==> src/design/twc_pkg.sv <==
// Behaviour
// RULE_01 - Window alarm when outside low..high; critical alarm above critical limit.
// RULE_02 - High/critical flags set above limit; low flag sets below low limit.
// RULE_03 - High/critical flags clear only below limit minus hysteresis.
// RULE_04 - Low flag clears only above low limit plus hysteresis.
// RULE_05 - Reads and bus actions never alter flags; flags track temperature only.
// RULE_06 - Critical alarm follows critical flag in both interrupt modes.
// RULE_07 - Reads do not alter the critical alarm.
// RULE_08 - Comparator mode: read clears window alarm until next conversion re-evaluates.
// RULE_09 - Event mode: alarm set per event, held until read, stays clear after.
// RULE_10 - Events: crossing a setpoint, or crossing back past its hysteresis point.
// RULE_11 - Any register read aborts and restarts the conversion.
// RULE_12 - Host keeps setpoint hysteresis bands from overlapping.
// RULE_13 - Reset gives comparator mode, default limits, active-low outputs, pointer zero.
// RULE_14 - Only an I2C slave: SCL input, SDA bidirectional.
// RULE_15 - Slave address is 10010 followed by the two address-select pins.
// RULE_16 - Values are 13-bit two's complement, LSB 0.0625 degrees.
// RULE_17 - Temperature readable anytime; fast reads keep restarting conversion.
// RULE_18 - Shutdown halts conversions; alarms ignore temperature.
// RULE_19 - Entering shutdown deasserts the critical alarm.
// RULE_20 - In shutdown the serial interface and registers stay accessible.
// RULE_21 - Shutdown may take effect with latency; host tolerates it.
// RULE_22 - Alarms are open-drain, mode and polarity programmable.
// RULE_23 - Interrupt mode bit: 0 comparator, 1 event.
// RULE_24 - Polarity bit: 0 active low, 1 active high.
// RULE_25 - Fault queue needs four consecutive faults before setting flags.
// RULE_26 - Shutdown bit at 1 enters shutdown.
// RULE_27 - Internal free-running tick times conversions; each triggers one evaluation.
// RULE_28 - All comparisons are signed on 13-bit values.
`default_nettype none

package twc_pkg;
  localparam int TEMP_W = 13;
  localparam int unsigned TEMP_LSB_MICRO_C = 62500;
  // Register indices, equal to the pointer codes
  localparam logic [2:0] REG_TEMP   = 3'h0;
  localparam logic [2:0] REG_CONFIG = 3'h1;
  localparam logic [2:0] REG_HYST   = 3'h2;
  localparam logic [2:0] REG_CRIT   = 3'h3;
  localparam logic [2:0] REG_LOW    = 3'h4;
  localparam logic [2:0] REG_HIGH   = 3'h5;
  // Configuration bit positions
  localparam int CFG_SHUTDOWN = 0;
  localparam int CFG_INT_MODE = 1;
  localparam int CFG_CRIT_POL = 2;
  localparam int CFG_INT_POL  = 3;
  localparam int CFG_FAULT_Q  = 4;
  localparam int CFG_W        = 5;
  localparam logic [CFG_W-1:0] CFG_RESET = 5'h00;
  // Status flag positions
  localparam int FLG_LOW  = 0;
  localparam int FLG_HIGH = 1;
  localparam int FLG_CRIT = 2;
  // Reset setpoints in whole degrees
  localparam int DEF_LOW_C  = 10;
  localparam int DEF_HIGH_C = 64;
  localparam int DEF_CRIT_C = 80;
  localparam int DEF_HYST_C = 2;
  localparam logic [TEMP_W-1:0] DEF_LOW  = TEMP_W'(DEF_LOW_C * 1000000 / TEMP_LSB_MICRO_C);
  localparam logic [TEMP_W-1:0] DEF_HIGH = TEMP_W'(DEF_HIGH_C * 1000000 / TEMP_LSB_MICRO_C);
  localparam logic [TEMP_W-1:0] DEF_CRIT = TEMP_W'(DEF_CRIT_C * 1000000 / TEMP_LSB_MICRO_C);
  localparam logic [TEMP_W-1:0] DEF_HYST = TEMP_W'(DEF_HYST_C * 1000000 / TEMP_LSB_MICRO_C);
  // Serial address
  localparam logic [4:0] ADDR_FIXED = 5'h12;
  // Timing
  localparam int unsigned CLK_HZ          = 25000000;
  localparam int unsigned CONV_TIME_MS    = 100;
  localparam int unsigned CONV_CYCLES_DEF = CONV_TIME_MS * (CLK_HZ / 1000);
  localparam int FAULT_COUNT = 4;

  typedef enum logic [2:0] {
    TWC_I_IDLE = 3'b000,
    TWC_I_ADDR = 3'b001,
    TWC_I_ACK  = 3'b010,
    TWC_I_RX   = 3'b011,
    TWC_I_TX   = 3'b100,
    TWC_I_MACK = 3'b101
  } twc_i2c_type;
endpackage : twc_pkg

`default_nettype wire

==> src/design/twc_flag.sv <==
`default_nettype none

module twc_flag
  import twc_pkg::*;
#(
  parameter bit IS_LOW = 1'b0
)
(
  // Clock and reset
  input  wire logic              mclk,
  input  wire logic              rst_n,
  // Evaluation
  input  wire logic              eval,
  input  wire logic              fault_q_en,
  input  wire logic [TEMP_W-1:0] temp,
  input  wire logic [TEMP_W-1:0] limit,
  input  wire logic [TEMP_W-1:0] hyst,
  // Result
  output logic                   flag,
  output logic                   event_pulse
);
  typedef struct packed {
    logic       flag;
    logic       ev;
    logic [2:0] fcnt;
  } twc_flag_type;

  twc_flag_type q;
  twc_flag_type next_q;
  logic signed [TEMP_W:0] t_s;
  logic signed [TEMP_W:0] lim_s;
  logic signed [TEMP_W:0] h_s;
  logic                   trip;
  logic                   release_c;
  logic [2:0]             need;

  // One extra bit so limit plus or minus hysteresis cannot wrap
  assign t_s   = signed'({temp[TEMP_W-1], temp}); // RULE_28
  assign lim_s = signed'({limit[TEMP_W-1], limit});
  assign h_s   = signed'({hyst[TEMP_W-1], hyst});
  assign trip      = IS_LOW ? (t_s < lim_s) : (t_s > lim_s); // RULE_02
  assign release_c = IS_LOW ? (t_s > lim_s + h_s) : (t_s < lim_s - h_s); // RULE_03 RULE_04
  assign need = fault_q_en ? 3'(FAULT_COUNT) : 3'h1; // RULE_25

  always_comb
  begin
    next_q    = q;
    next_q.ev = 1'b0;
    if (eval)
    begin
      if (!q.flag)
      begin
        if (trip)
        begin
          if (q.fcnt + 3'h1 >= need)
          begin
            next_q.flag = 1'b1;
            next_q.ev   = 1'b1; // RULE_10
            next_q.fcnt = 3'h0;
          end
          else
          begin
            next_q.fcnt = q.fcnt + 3'h1;
          end
        end
        else
        begin
          next_q.fcnt = 3'h0;
        end
      end
      else if (release_c)
      begin
        next_q.flag = 1'b0;
        next_q.ev   = 1'b1; // RULE_10
      end
    end
  end

  always_ff @(posedge mclk or negedge rst_n)
  begin
    if (!rst_n)
      q <= '0;
    else
      q <= next_q;
  end

  assign flag        = q.flag;
  assign event_pulse = q.ev;

  property p_flag_release;
    @(posedge mclk) disable iff (!rst_n)
    eval && q.flag && release_c |=> !flag && event_pulse;
  endproperty
  a_flag_release: assert property (p_flag_release) // RULE_03
    else $error("flag did not clear past hysteresis point");

  property p_flag_stable;
    @(posedge mclk) disable iff (!rst_n)
    !eval |=> $stable(flag);
  endproperty
  a_flag_stable: assert property (p_flag_stable) // RULE_05
    else $error("flag changed without an evaluation");
endmodule : twc_flag

`default_nettype wire

==> src/design/twc_sync.sv <==
`default_nettype none

module twc_sync
  import twc_pkg::*;
#(
  parameter int W = 1
)
(
  // Clock and reset
  input  wire logic         mclk,
  input  wire logic         rst_n,
  // Data
  input  wire logic [W-1:0] async_in,
  output var  logic [W-1:0] sync_out
);
  logic [W-1:0] stage1;

  always_ff @(posedge mclk or negedge rst_n)
  begin
    if (!rst_n)
    begin
      stage1   <= '1;
      sync_out <= '1;
    end
    else
    begin
      stage1   <= async_in;
      sync_out <= stage1;
    end
  end
endmodule : twc_sync

`default_nettype wire

==> src/design/twc_top.sv <==
`default_nettype none

module twc_top
  import twc_pkg::*;
#(
  parameter int unsigned CONV_CYCLES = CONV_CYCLES_DEF
)
(
  // Clock and reset
  input  wire logic              mclk,
  input  wire logic              rst_n,
  // Register port
  input  wire logic [2:0]        reg_addr,
  input  wire logic [15:0]       reg_wdata,
  input  wire logic              reg_wr,
  input  wire logic              reg_rd,
  output logic [15:0]            reg_rdata,
  // Converter result
  input  wire logic [TEMP_W-1:0] temp_sample,
  // Serial bus
  input  wire logic              scl_in,
  input  wire logic              sda_in,
  output logic                   sda_out,
  output logic                   sda_oe,
  // Address select pins
  input  wire logic              addr_select_bit0,
  input  wire logic              addr_select_bit1,
  // Open-drain alarms, driven low while enable is high
  output logic                   window_alarm_out,
  output logic                   window_alarm_oe,
  output logic                   critical_alarm_out,
  output logic                   critical_alarm_out_oe
);
  if (CONV_CYCLES < 2)
  begin : g_check
    $error("CONV_CYCLES must be at least 2");
  end

  typedef struct packed {
    logic [31:0]       conv_cnt;
    logic              eval_d;
    logic [CFG_W-1:0]  cfg;
    logic [TEMP_W-1:0] hyst;
    logic [TEMP_W-1:0] crit;
    logic [TEMP_W-1:0] low;
    logic [TEMP_W-1:0] high;
    logic [TEMP_W-1:0] temp;
    logic              win;
    logic [15:0]       rdata;
    twc_i2c_type       ist;
    logic [3:0]        bitcnt;
    logic [7:0]        shreg;
    logic [7:0]        hibyte;
    logic              rw;
    logic              ptr_phase;
    logic              byte_n;
    logic [2:0]        ptr;
    logic              sda_oe;
    logic              scl_q;
    logic              sda_q;
  } twc_top_type;

  twc_top_type q;
  twc_top_type next_q;
  logic [3:0]  pins_s;
  logic        scl_s;
  logic        sda_s;
  logic [1:0]  asel_s;
  logic [2:0]  flags;
  logic [2:0]  events;
  logic        conv_done;
  logic        shutdown;
  logic        rd_event;
  logic        i2c_rd;
  logic        i2c_wr;
  logic [15:0] i2c_wword;
  logic        wr_any;
  logic [2:0]  wr_addr;
  logic [15:0] wr_data;
  logic [15:0] ptr_word;
  logic [7:0]  tx_byte;
  logic        scl_rise;
  logic        scl_fall;
  logic        bus_start;
  logic        bus_stop;
  logic        crit_alarm;
  logic [TEMP_W-1:0] limits [3];

  // Serial pins and straps come from outside this clock's domain
  twc_sync #(.W(4)) u_sync (
    .mclk     (mclk),
    .rst_n    (rst_n),
    .async_in ({addr_select_bit1, addr_select_bit0, sda_in, scl_in}),
    .sync_out (pins_s)
  );
  assign scl_s  = pins_s[0];
  assign sda_s  = pins_s[1];
  assign asel_s = pins_s[3:2];

  assign limits[FLG_LOW]  = q.low;
  assign limits[FLG_HIGH] = q.high;
  assign limits[FLG_CRIT] = q.crit;

  for (genvar i = 0; i < 3; i++)
  begin : g_flag
    twc_flag #(.IS_LOW(i == FLG_LOW)) u_flag (
      .mclk        (mclk),
      .rst_n       (rst_n),
      .eval        (conv_done),
      .fault_q_en  (q.cfg[CFG_FAULT_Q]),
      .temp        (temp_sample),
      .limit       (limits[i]),
      .hyst        (q.hyst),
      .flag        (flags[i]),
      .event_pulse (events[i])
    );
  end

  // Shutdown acts at once; the allowed latency is not used
  assign shutdown = q.cfg[CFG_SHUTDOWN]; // RULE_26 RULE_21
  assign rd_event = reg_rd | i2c_rd;
  assign conv_done = !shutdown && !rd_event && (q.conv_cnt == CONV_CYCLES - 1); // RULE_27

  always_comb
  begin
    ptr_word = 16'h0000;
    case (q.ptr)
      REG_TEMP:   ptr_word = {q.temp, flags[FLG_CRIT], flags[FLG_HIGH], flags[FLG_LOW]};
      REG_CONFIG: ptr_word = {8'h00, 3'h0, q.cfg};
      REG_HYST:   ptr_word = {q.hyst, 3'h0};
      REG_CRIT:   ptr_word = {q.crit, 3'h0};
      REG_LOW:    ptr_word = {q.low, 3'h0};
      REG_HIGH:   ptr_word = {q.high, 3'h0};
      default:    ptr_word = 16'h0000;
    endcase
  end
  // Config is a one-byte register, so every byte read returns it
  assign tx_byte = (q.ptr == REG_CONFIG) ? ptr_word[7:0] :
                   (q.byte_n ? ptr_word[7:0] : ptr_word[15:8]);

  assign scl_rise  = scl_s & ~q.scl_q;
  assign scl_fall  = ~scl_s & q.scl_q;
  assign bus_start = scl_s & q.scl_q & q.sda_q & ~sda_s;
  assign bus_stop  = scl_s & q.scl_q & ~q.sda_q & sda_s;

  // Port write wins a same-cycle collision with a serial write
  assign wr_any  = reg_wr | i2c_wr;
  assign wr_addr = reg_wr ? reg_addr : q.ptr;
  assign wr_data = reg_wr ? reg_wdata : i2c_wword;

  always_comb
  begin
    next_q       = q;
    i2c_rd       = 1'b0;
    i2c_wr       = 1'b0;
    i2c_wword    = {q.hibyte, q.shreg};
    next_q.scl_q = scl_s;
    next_q.sda_q = sda_s;
    next_q.eval_d = conv_done;

    // Slave-only transceiver: SCL is never driven
    if (bus_start) // RULE_14
    begin
      next_q.ist    = TWC_I_ADDR;
      next_q.bitcnt = 4'h0;
      next_q.sda_oe = 1'b0;
    end
    else if (bus_stop)
    begin
      next_q.ist    = TWC_I_IDLE;
      next_q.sda_oe = 1'b0;
    end
    else if (scl_rise)
    begin
      case (q.ist)
        TWC_I_ADDR, TWC_I_RX:
        begin
          next_q.shreg  = {q.shreg[6:0], sda_s};
          next_q.bitcnt = q.bitcnt + 4'h1;
        end
        TWC_I_MACK:
        begin
          if (sda_s)
            next_q.ist = TWC_I_IDLE;
          else
            next_q.byte_n = ~q.byte_n;
        end
        default: ;
      endcase
    end
    else if (scl_fall)
    begin
      case (q.ist)
        TWC_I_ADDR:
        begin
          if (q.bitcnt == 4'h8)
          begin
            if (q.shreg[7:1] == {ADDR_FIXED, asel_s}) // RULE_15
            begin
              next_q.rw        = q.shreg[0];
              next_q.sda_oe    = 1'b1;
              next_q.ist       = TWC_I_ACK;
              next_q.ptr_phase = ~q.shreg[0];
              next_q.byte_n    = 1'b0;
              i2c_rd           = q.shreg[0]; // RULE_11
            end
            else
            begin
              next_q.ist = TWC_I_IDLE;
            end
          end
        end
        TWC_I_ACK, TWC_I_MACK:
        begin
          next_q.bitcnt = 4'h0;
          next_q.sda_oe = 1'b0;
          if (q.rw)
          begin
            next_q.ist    = TWC_I_TX;
            next_q.shreg  = {tx_byte[6:0], 1'b0};
            next_q.sda_oe = ~tx_byte[7];
            next_q.bitcnt = 4'h1;
          end
          else
          begin
            next_q.ist = TWC_I_RX;
          end
        end
        TWC_I_TX:
        begin
          if (q.bitcnt == 4'h8)
          begin
            next_q.sda_oe = 1'b0;
            next_q.ist    = TWC_I_MACK;
          end
          else
          begin
            next_q.sda_oe = ~q.shreg[7];
            next_q.shreg  = {q.shreg[6:0], 1'b0};
            next_q.bitcnt = q.bitcnt + 4'h1;
          end
        end
        TWC_I_RX:
        begin
          if (q.bitcnt == 4'h8)
          begin
            next_q.sda_oe = 1'b1;
            next_q.ist    = TWC_I_ACK;
            if (q.ptr_phase)
            begin
              next_q.ptr       = q.shreg[2:0];
              next_q.ptr_phase = 1'b0;
            end
            else if (q.ptr == REG_CONFIG)
            begin
              i2c_wr    = 1'b1;
              i2c_wword = {8'h00, q.shreg};
            end
            else if (!q.byte_n)
            begin
              next_q.hibyte = q.shreg;
              next_q.byte_n = 1'b1;
            end
            else
            begin
              i2c_wr        = 1'b1;
              next_q.byte_n = 1'b0;
            end
          end
        end
        default: ;
      endcase
    end

    // Registers stay writable in shutdown; temperature is read-only
    if (wr_any) // RULE_20
    begin
      case (wr_addr)
        REG_CONFIG: next_q.cfg  = wr_data[CFG_W-1:0];
        REG_HYST:   next_q.hyst = wr_data[15:3];
        REG_CRIT:   next_q.crit = wr_data[15:3];
        REG_LOW:    next_q.low  = wr_data[15:3];
        REG_HIGH:   next_q.high = wr_data[15:3];
        default: ;
      endcase
    end

    next_q.rdata = 16'h0000;
    if (reg_rd)
    begin
      case (reg_addr)
        REG_TEMP:   next_q.rdata = {q.temp, flags[FLG_CRIT], flags[FLG_HIGH], flags[FLG_LOW]};
        REG_CONFIG: next_q.rdata = {8'h00, 3'h0, q.cfg};
        REG_HYST:   next_q.rdata = {q.hyst, 3'h0};
        REG_CRIT:   next_q.rdata = {q.crit, 3'h0};
        REG_LOW:    next_q.rdata = {q.low, 3'h0};
        REG_HIGH:   next_q.rdata = {q.high, 3'h0};
        default:    next_q.rdata = 16'h0000;
      endcase
    end

    // A read aborts the running conversion, so rapid reads starve the result
    if (shutdown || rd_event) // RULE_11 RULE_17 RULE_18
      next_q.conv_cnt = 32'h0000_0000;
    else if (conv_done)
    begin
      next_q.conv_cnt = 32'h0000_0000;
      next_q.temp     = temp_sample; // RULE_16
    end
    else
      next_q.conv_cnt = q.conv_cnt + 32'h0000_0001;

    // Fresh evaluation beats a same-cycle read so no event is lost
    if (shutdown)
      next_q.win = 1'b0; // RULE_18
    else if (q.cfg[CFG_INT_MODE]) // RULE_23
    begin
      if (events[FLG_LOW] || events[FLG_HIGH])
        next_q.win = 1'b1; // RULE_09 RULE_10
      else if (rd_event)
        next_q.win = 1'b0; // RULE_09
    end
    else
    begin
      if (q.eval_d)
        next_q.win = flags[FLG_LOW] | flags[FLG_HIGH]; // RULE_01 RULE_08
      else if (rd_event)
        next_q.win = 1'b0; // RULE_08
    end
  end

  always_ff @(posedge mclk or negedge rst_n)
  begin
    if (!rst_n)
    begin
      q           <= '0;
      q.cfg       <= CFG_RESET; // RULE_13
      q.hyst      <= DEF_HYST;
      q.crit      <= DEF_CRIT;
      q.low       <= DEF_LOW;
      q.high      <= DEF_HIGH;
      q.ptr       <= REG_TEMP;
      q.ist       <= TWC_I_IDLE;
      q.scl_q     <= 1'b1;
      q.sda_q     <= 1'b1;
    end
    else
      q <= next_q;
  end

  // Critical alarm ignores reads and mode; shutdown forces it off
  assign crit_alarm = flags[FLG_CRIT] & ~shutdown; // RULE_06 RULE_07 RULE_19

  // Pulling low is asserted when active low, released level is asserted when active high
  assign window_alarm_oe = ~(q.win ^ ~q.cfg[CFG_INT_POL]); // RULE_22 RULE_24
  assign critical_alarm_out_oe = ~(crit_alarm ^ ~q.cfg[CFG_CRIT_POL]); // RULE_22 RULE_24
  assign window_alarm_out   = 1'b0;
  assign critical_alarm_out = 1'b0;
  assign sda_out   = 1'b0;
  assign sda_oe    = q.sda_oe;
  assign reg_rdata = q.rdata;

  property p_crit_follows;
    @(posedge mclk) disable iff (!rst_n)
    flags[FLG_CRIT] && !shutdown && !q.cfg[CFG_CRIT_POL] |-> critical_alarm_out_oe;
  endproperty
  a_crit_follows: assert property (p_crit_follows) // RULE_06
    else $error("critical alarm not asserted with flag set");

  property p_crit_shutdown;
    @(posedge mclk) disable iff (!rst_n)
    shutdown && !q.cfg[CFG_CRIT_POL] |-> !critical_alarm_out_oe;
  endproperty
  a_crit_shutdown: assert property (p_crit_shutdown) // RULE_19
    else $error("critical alarm asserted in shutdown");

  property p_read_restart;
    @(posedge mclk) disable iff (!rst_n)
    rd_event |=> q.conv_cnt == 32'h0000_0000 && !q.eval_d;
  endproperty
  a_read_restart: assert property (p_read_restart) // RULE_11
    else $error("read did not restart conversion");

  property p_comp_read_clear;
    @(posedge mclk) disable iff (!rst_n)
    !q.cfg[CFG_INT_MODE] && rd_event && !q.eval_d |=> !q.win;
  endproperty
  a_comp_read_clear: assert property (p_comp_read_clear) // RULE_08
    else $error("comparator read did not clear window alarm");

  property p_comp_reeval;
    @(posedge mclk) disable iff (!rst_n)
    !shutdown && !q.cfg[CFG_INT_MODE] && q.eval_d |=> q.win == $past(|flags[FLG_HIGH:FLG_LOW]);
  endproperty
  a_comp_reeval: assert property (p_comp_reeval) // RULE_08
    else $error("comparator alarm not re-evaluated after conversion");

  property p_event_hold;
    @(posedge mclk) disable iff (!rst_n)
    q.cfg[CFG_INT_MODE] && q.win && !rd_event && !shutdown |=> q.win;
  endproperty
  a_event_hold: assert property (p_event_hold) // RULE_09
    else $error("event alarm dropped without a read");

  property p_event_set;
    @(posedge mclk) disable iff (!rst_n)
    q.cfg[CFG_INT_MODE] && !shutdown && (events[FLG_LOW] || events[FLG_HIGH]) |=> q.win;
  endproperty
  a_event_set: assert property (p_event_set) // RULE_10
    else $error("event did not set window alarm");

  property p_shutdown_halt;
    @(posedge mclk) disable iff (!rst_n)
    shutdown |-> !conv_done ##1 !q.win;
  endproperty
  a_shutdown_halt: assert property (p_shutdown_halt) // RULE_18
    else $error("conversion or alarm active in shutdown");

  property p_read_keeps_flags;
    @(posedge mclk) disable iff (!rst_n)
    rd_event |-> ##1 $stable(flags) ##1 $stable(flags);
  endproperty
  a_read_keeps_flags: assert property (p_read_keeps_flags) // RULE_05
    else $error("read changed status flags");
endmodule : twc_top

`default_nettype wire

==> config.mk <==
export PLATFORM = sky130hd
export DESIGN_NAME = twc_top
export DESIGN_NICKNAME = d
export VERILOG_FILES = /design/src/design/twc_pkg.sv /design/src/design/twc_flag.sv /design/src/design/twc_sync.sv /design/src/design/twc_top.sv
export SDC_FILE = /design/constraint.sdc
export NUM_CORES = 1
export LEC_CHECK = 0
export ABC_CLOCK_PERIOD_IN_PS = 4300
export BUFFER_PORTS_ARGS = -buffer_cell sky130_fd_sc_hd__buf_2
export CAP_MARGIN = 40
export CORE_ASPECT_RATIO = 1.2
export CORE_UTILIZATION = 63
export CTS_BUF_LIST = sky130_fd_sc_hd__clkbuf_16
export DETAILED_ROUTE_END_ITERATION = 8
export GPL_ROUTABILITY_DRIVEN = 0
export PLACE_DENSITY = 0.78
export SYNTH_ARGS = -nofsm -noshare
export SYNTH_HDL_FRONTEND = slang
export SYNTH_SLANG_ARGS = --single-unit
==> constraint.sdc <==
create_clock -name mclk -period 4.3 [get_ports mclk]
set_input_delay 0.215 -clock mclk [delete_from_list [all_inputs] [get_ports mclk]]
set_output_delay 0.215 -clock mclk [all_outputs]
set_load 0.02 [all_outputs]
==> qor.yml <==
sta:
  max_freq_ghz: 0.248
  min_period_ps: 4040
  fin_ws_ps: 261
  finClkSkew_ps: 10.6
  slew_viol_final: 0
  max-slew-margin-rel: 0.423
  finalCritPeriodShare: 0.939
  hold_viol: 0
  setup_total_negative_slack_ps: 0
  max_slew.worst_pin.slew_ps: 864
  worst_hold_slack_ps: 129
  final-setup-viol-count: 0
placement:
  post-place-ws_ps: 263
  dpl.hpwl_mm: 28.5
  io_buffers: 58
critical_path:
  timing.critical_path.arrival_ps: 4340
  critical_path.startpoint_type: "flop"
  worst_setup_path_end_kind: "flop"
  cp_data_required_time_ps: 4600
  r2r-start: "q[101]"
  timing.reg2reg.setup_slack_ps: 260
  critical_path.max_fanout: 6
  timing_worst_setup_path_type: "flop to flop"
  reg2regPathDepth: 17
  rr_endpoint: "g_flag[2].u_flag.flag"
clock_network:
  cts_buffer_depth: 2
  cts_sinks: 174
  worstSkewPairLatency_ps: 440
  cts-root-buf: "clkbuf_16"
  htree_levels: 4
  clkTransAtPathRegs_ps: 70
  clock_tree_from_tritoncts: "yes"
  cts_buffers: 17
hold_path:
  holdPathEnd: "q[59]"
  min_path_type: "primary input to flop"
  holdPathStages: 3
  holdCritStartpoint: "temp_sample[10]"
power_and_ir_drop:
  clock_power_share: 0.267
  switching_share: 0.393
  pwr-share-comb: 0.371
  power_frac_seq: 0.362
  p_leak_nw: 6.36
  max-vdd-ir-drop_v: 0.000279
  power_switching_mw: 2.20
  cellInternalPower_mw: 3.41
  power_density_nw_per_um2: 406
  post_layout_total_power_mw: 5.61
global_route:
  antenna_found_initial: 0
  largest_net_degree_at_the_start_of_global_routing: 65
  grt_pass1_vias: 11100
  groute.usage.overall: 0.374
  grt_pass1_wl_mm: 59.1
  grt_overflow: 0
logic_synthesis:
  synth_seq_area_share: 0.344
  postSynthRegisterBits: 174
  synth_enable_flop_cells: 0
  synth_top_cells_by_area: "dfrtp_1 (31%), ha_1 (13%), a21oi_1 (4.9%), nand2_1 (4.7%), nor2_1 (4.4%)"
  syn-cell-area_um2: 12700
  synthCells: 1461
  synth-async-reset-ratio: 1.00
  synth-main-ff-cell: "dfrtp_1"
  synth_warnings: 0
  synth_largest_area_cell: "dfrtp_1"
  ranking_of_synthesized_cells_by_instance_count: "dfrtp_1 (158), nand2_1 (158), nor2_1 (150)"
  synth.avg_cell_area_um2: 8.70
  netlist-cell-type-count: 83
  yosysTopAreaCellShare: 0.311
run_status:
  status: "completed"
route:
  vias: 11400
  route.detailed.wl_per_inst_um: 21.5
  vias_per_cell: 6.46
  post_route_antenna_net_violation_count: 0
  route.detailed.drc: 0
  maxUsedRoutingLayer: "met4"
  dr.first_iter.drc_count: 1163
  route.final.wire_length_mm: 38.0
  drt_first_pass_iters: 5
  m1WireLength_mm: 14.6
  dr_wl_met3_mm: 3.01
  met2WireLength_mm: 18.0
cells_and_area:
  fin_nets: 1673
  final_core_util: 0.702
  drive_gt1_frac: 0.109
  syn2layout_area_growth_pct: 8.64
  antennaDiodeCount: 0
die:
  die_width_um: 132
  fp.dieArea_um2: 20800
  design.portCount: 62
  start_util: 0.646
  rows: 56
  core_area_um2: 19700
  die_h_um: 158
flow_run:
  max_cap_viol_count: 0
==> metal layers <==
layer,track usage,up-vias
met4,0.238,0
li1,-,5283
met3,0.0653,155
met2,0.626,549
met5,0,-
met1,0.449,5450
==> through the flow <==
step           std cells  cell area (um^2)
4_1_cts             1771             13800
2_1_floorplan       1463             12700
3_5_place_dp        1734             13200
3_3_place_gp        1731             13100
6_report            1771             13800
5_1_grt             1771             13800
==> sequential cells by signal, indices dropped and copies added (netlist names) <==
register / cells
q: 96
limits: 39
reg_rdata: 16
g_flag.u_flag.q: 9
u_sync.stage1: 4
u_sync.sync_out: 4
g_flag.u_flag.flag: 3
g_flag.u_flag.event_pulse: 2
sda_oe: 1
==> repair_timing <==
action / 4_1_cts / 5_1_grt
hold endpoints to repair: 36 / 0
hold buffers: 5 / 0
resized for setup: 0 / 3
setup buffers: 0 / 0
setup endpoints to repair: 0 / 5
==> worst max-delay path by stage <==
| stage | from | end | slack [ps] | cells past startpoint |
|---|---|---|---|---|
| after floorplan | limits[13] | g_flag[1].u_flag.flag | 700 | 16 |
| after global placement | q[101] | g_flag[1].u_flag.flag | 350 | 15 |
| after detailed placement | q[101] | g_flag[1].u_flag.flag | 260 | 15 |
| after CTS | q[101] | g_flag[1].u_flag.flag | 220 | 15 |
| after global routing | limits[0] | g_flag[2].u_flag.flag | -10 | 19 |
| final | q[101] | g_flag[2].u_flag.flag | 260 | 17 |
==> cell usage in the layout (no fill, tap or decap), drive strengths merged, types with 21 or more instances in the layout <==
cell / Yosys / layout
nand2: 160 / 160
dfrtp: 158 / 158
nor2: 150 / 150
ha: 133 / 133
a21oi: 124 / 124
o21ai: 109 / 109
inv: 83 / 93
buf: 37 / 78
xor2: 45 / 45
mux2i: 34 / 34
nand3: 33 / 33
a22oi: 29 / 29
xnor2: 21 / 21
==> power by group through the flow <==
stage	combinational [mW]	clock [mW]	sequential, mW
floorplan	1.49	0	1.92
global placement	1.94	0	2.03
detailed placement	2.01	0	2.04
CTS	2.03	1.51	2.01
global route	2.32	1.57	2.03
finish	2.08	1.50	2.03
==> cell type report <==
class	instances	area, um^2
Inverter	84	315
Tap cell	261	327
Multi-Input combinational cell	1137	7690
Fill cell	1537	5880
Timing Repair Buffer	83	534
Sequential cell	174	4370
Clock buffer	17	425
Clock inverter	15	145
==> kinds of logic (layout without fill, tap and decap cells) <==
logic type,after synthesis,count (layout),share of synthesized area
muxes,56,56,0.0489
buffers and inverters,152,199,0.0528
DFF,174,174,0.344
adders and majority gates,136,136,0.136
xor gates and xnor gates,66,66,0.0455
other,1,3,0.000295
and+or+nand+nor,484,484,0.181
AOI/OAI and AO/OA,392,392,0.192
==> critical path, stage by stage, from the launching register on <==
cell and delay [ps]:
dfrtp_1 480, ha_1 210, inv_1 50, fa_1 400
a21oi_1 160, nor2b_1 90, o31a_1 290, o41ai_1 290
buf_4 180, o21ai_0 80, a21oi_1 180, xor2_1 90
ha_1 170, or3_1 380, a2111oi_1 460, a21oi_1 130
o21ai_0 160, o21ai_1 90
Note: power is estimated with default switching activity, not from simulation.
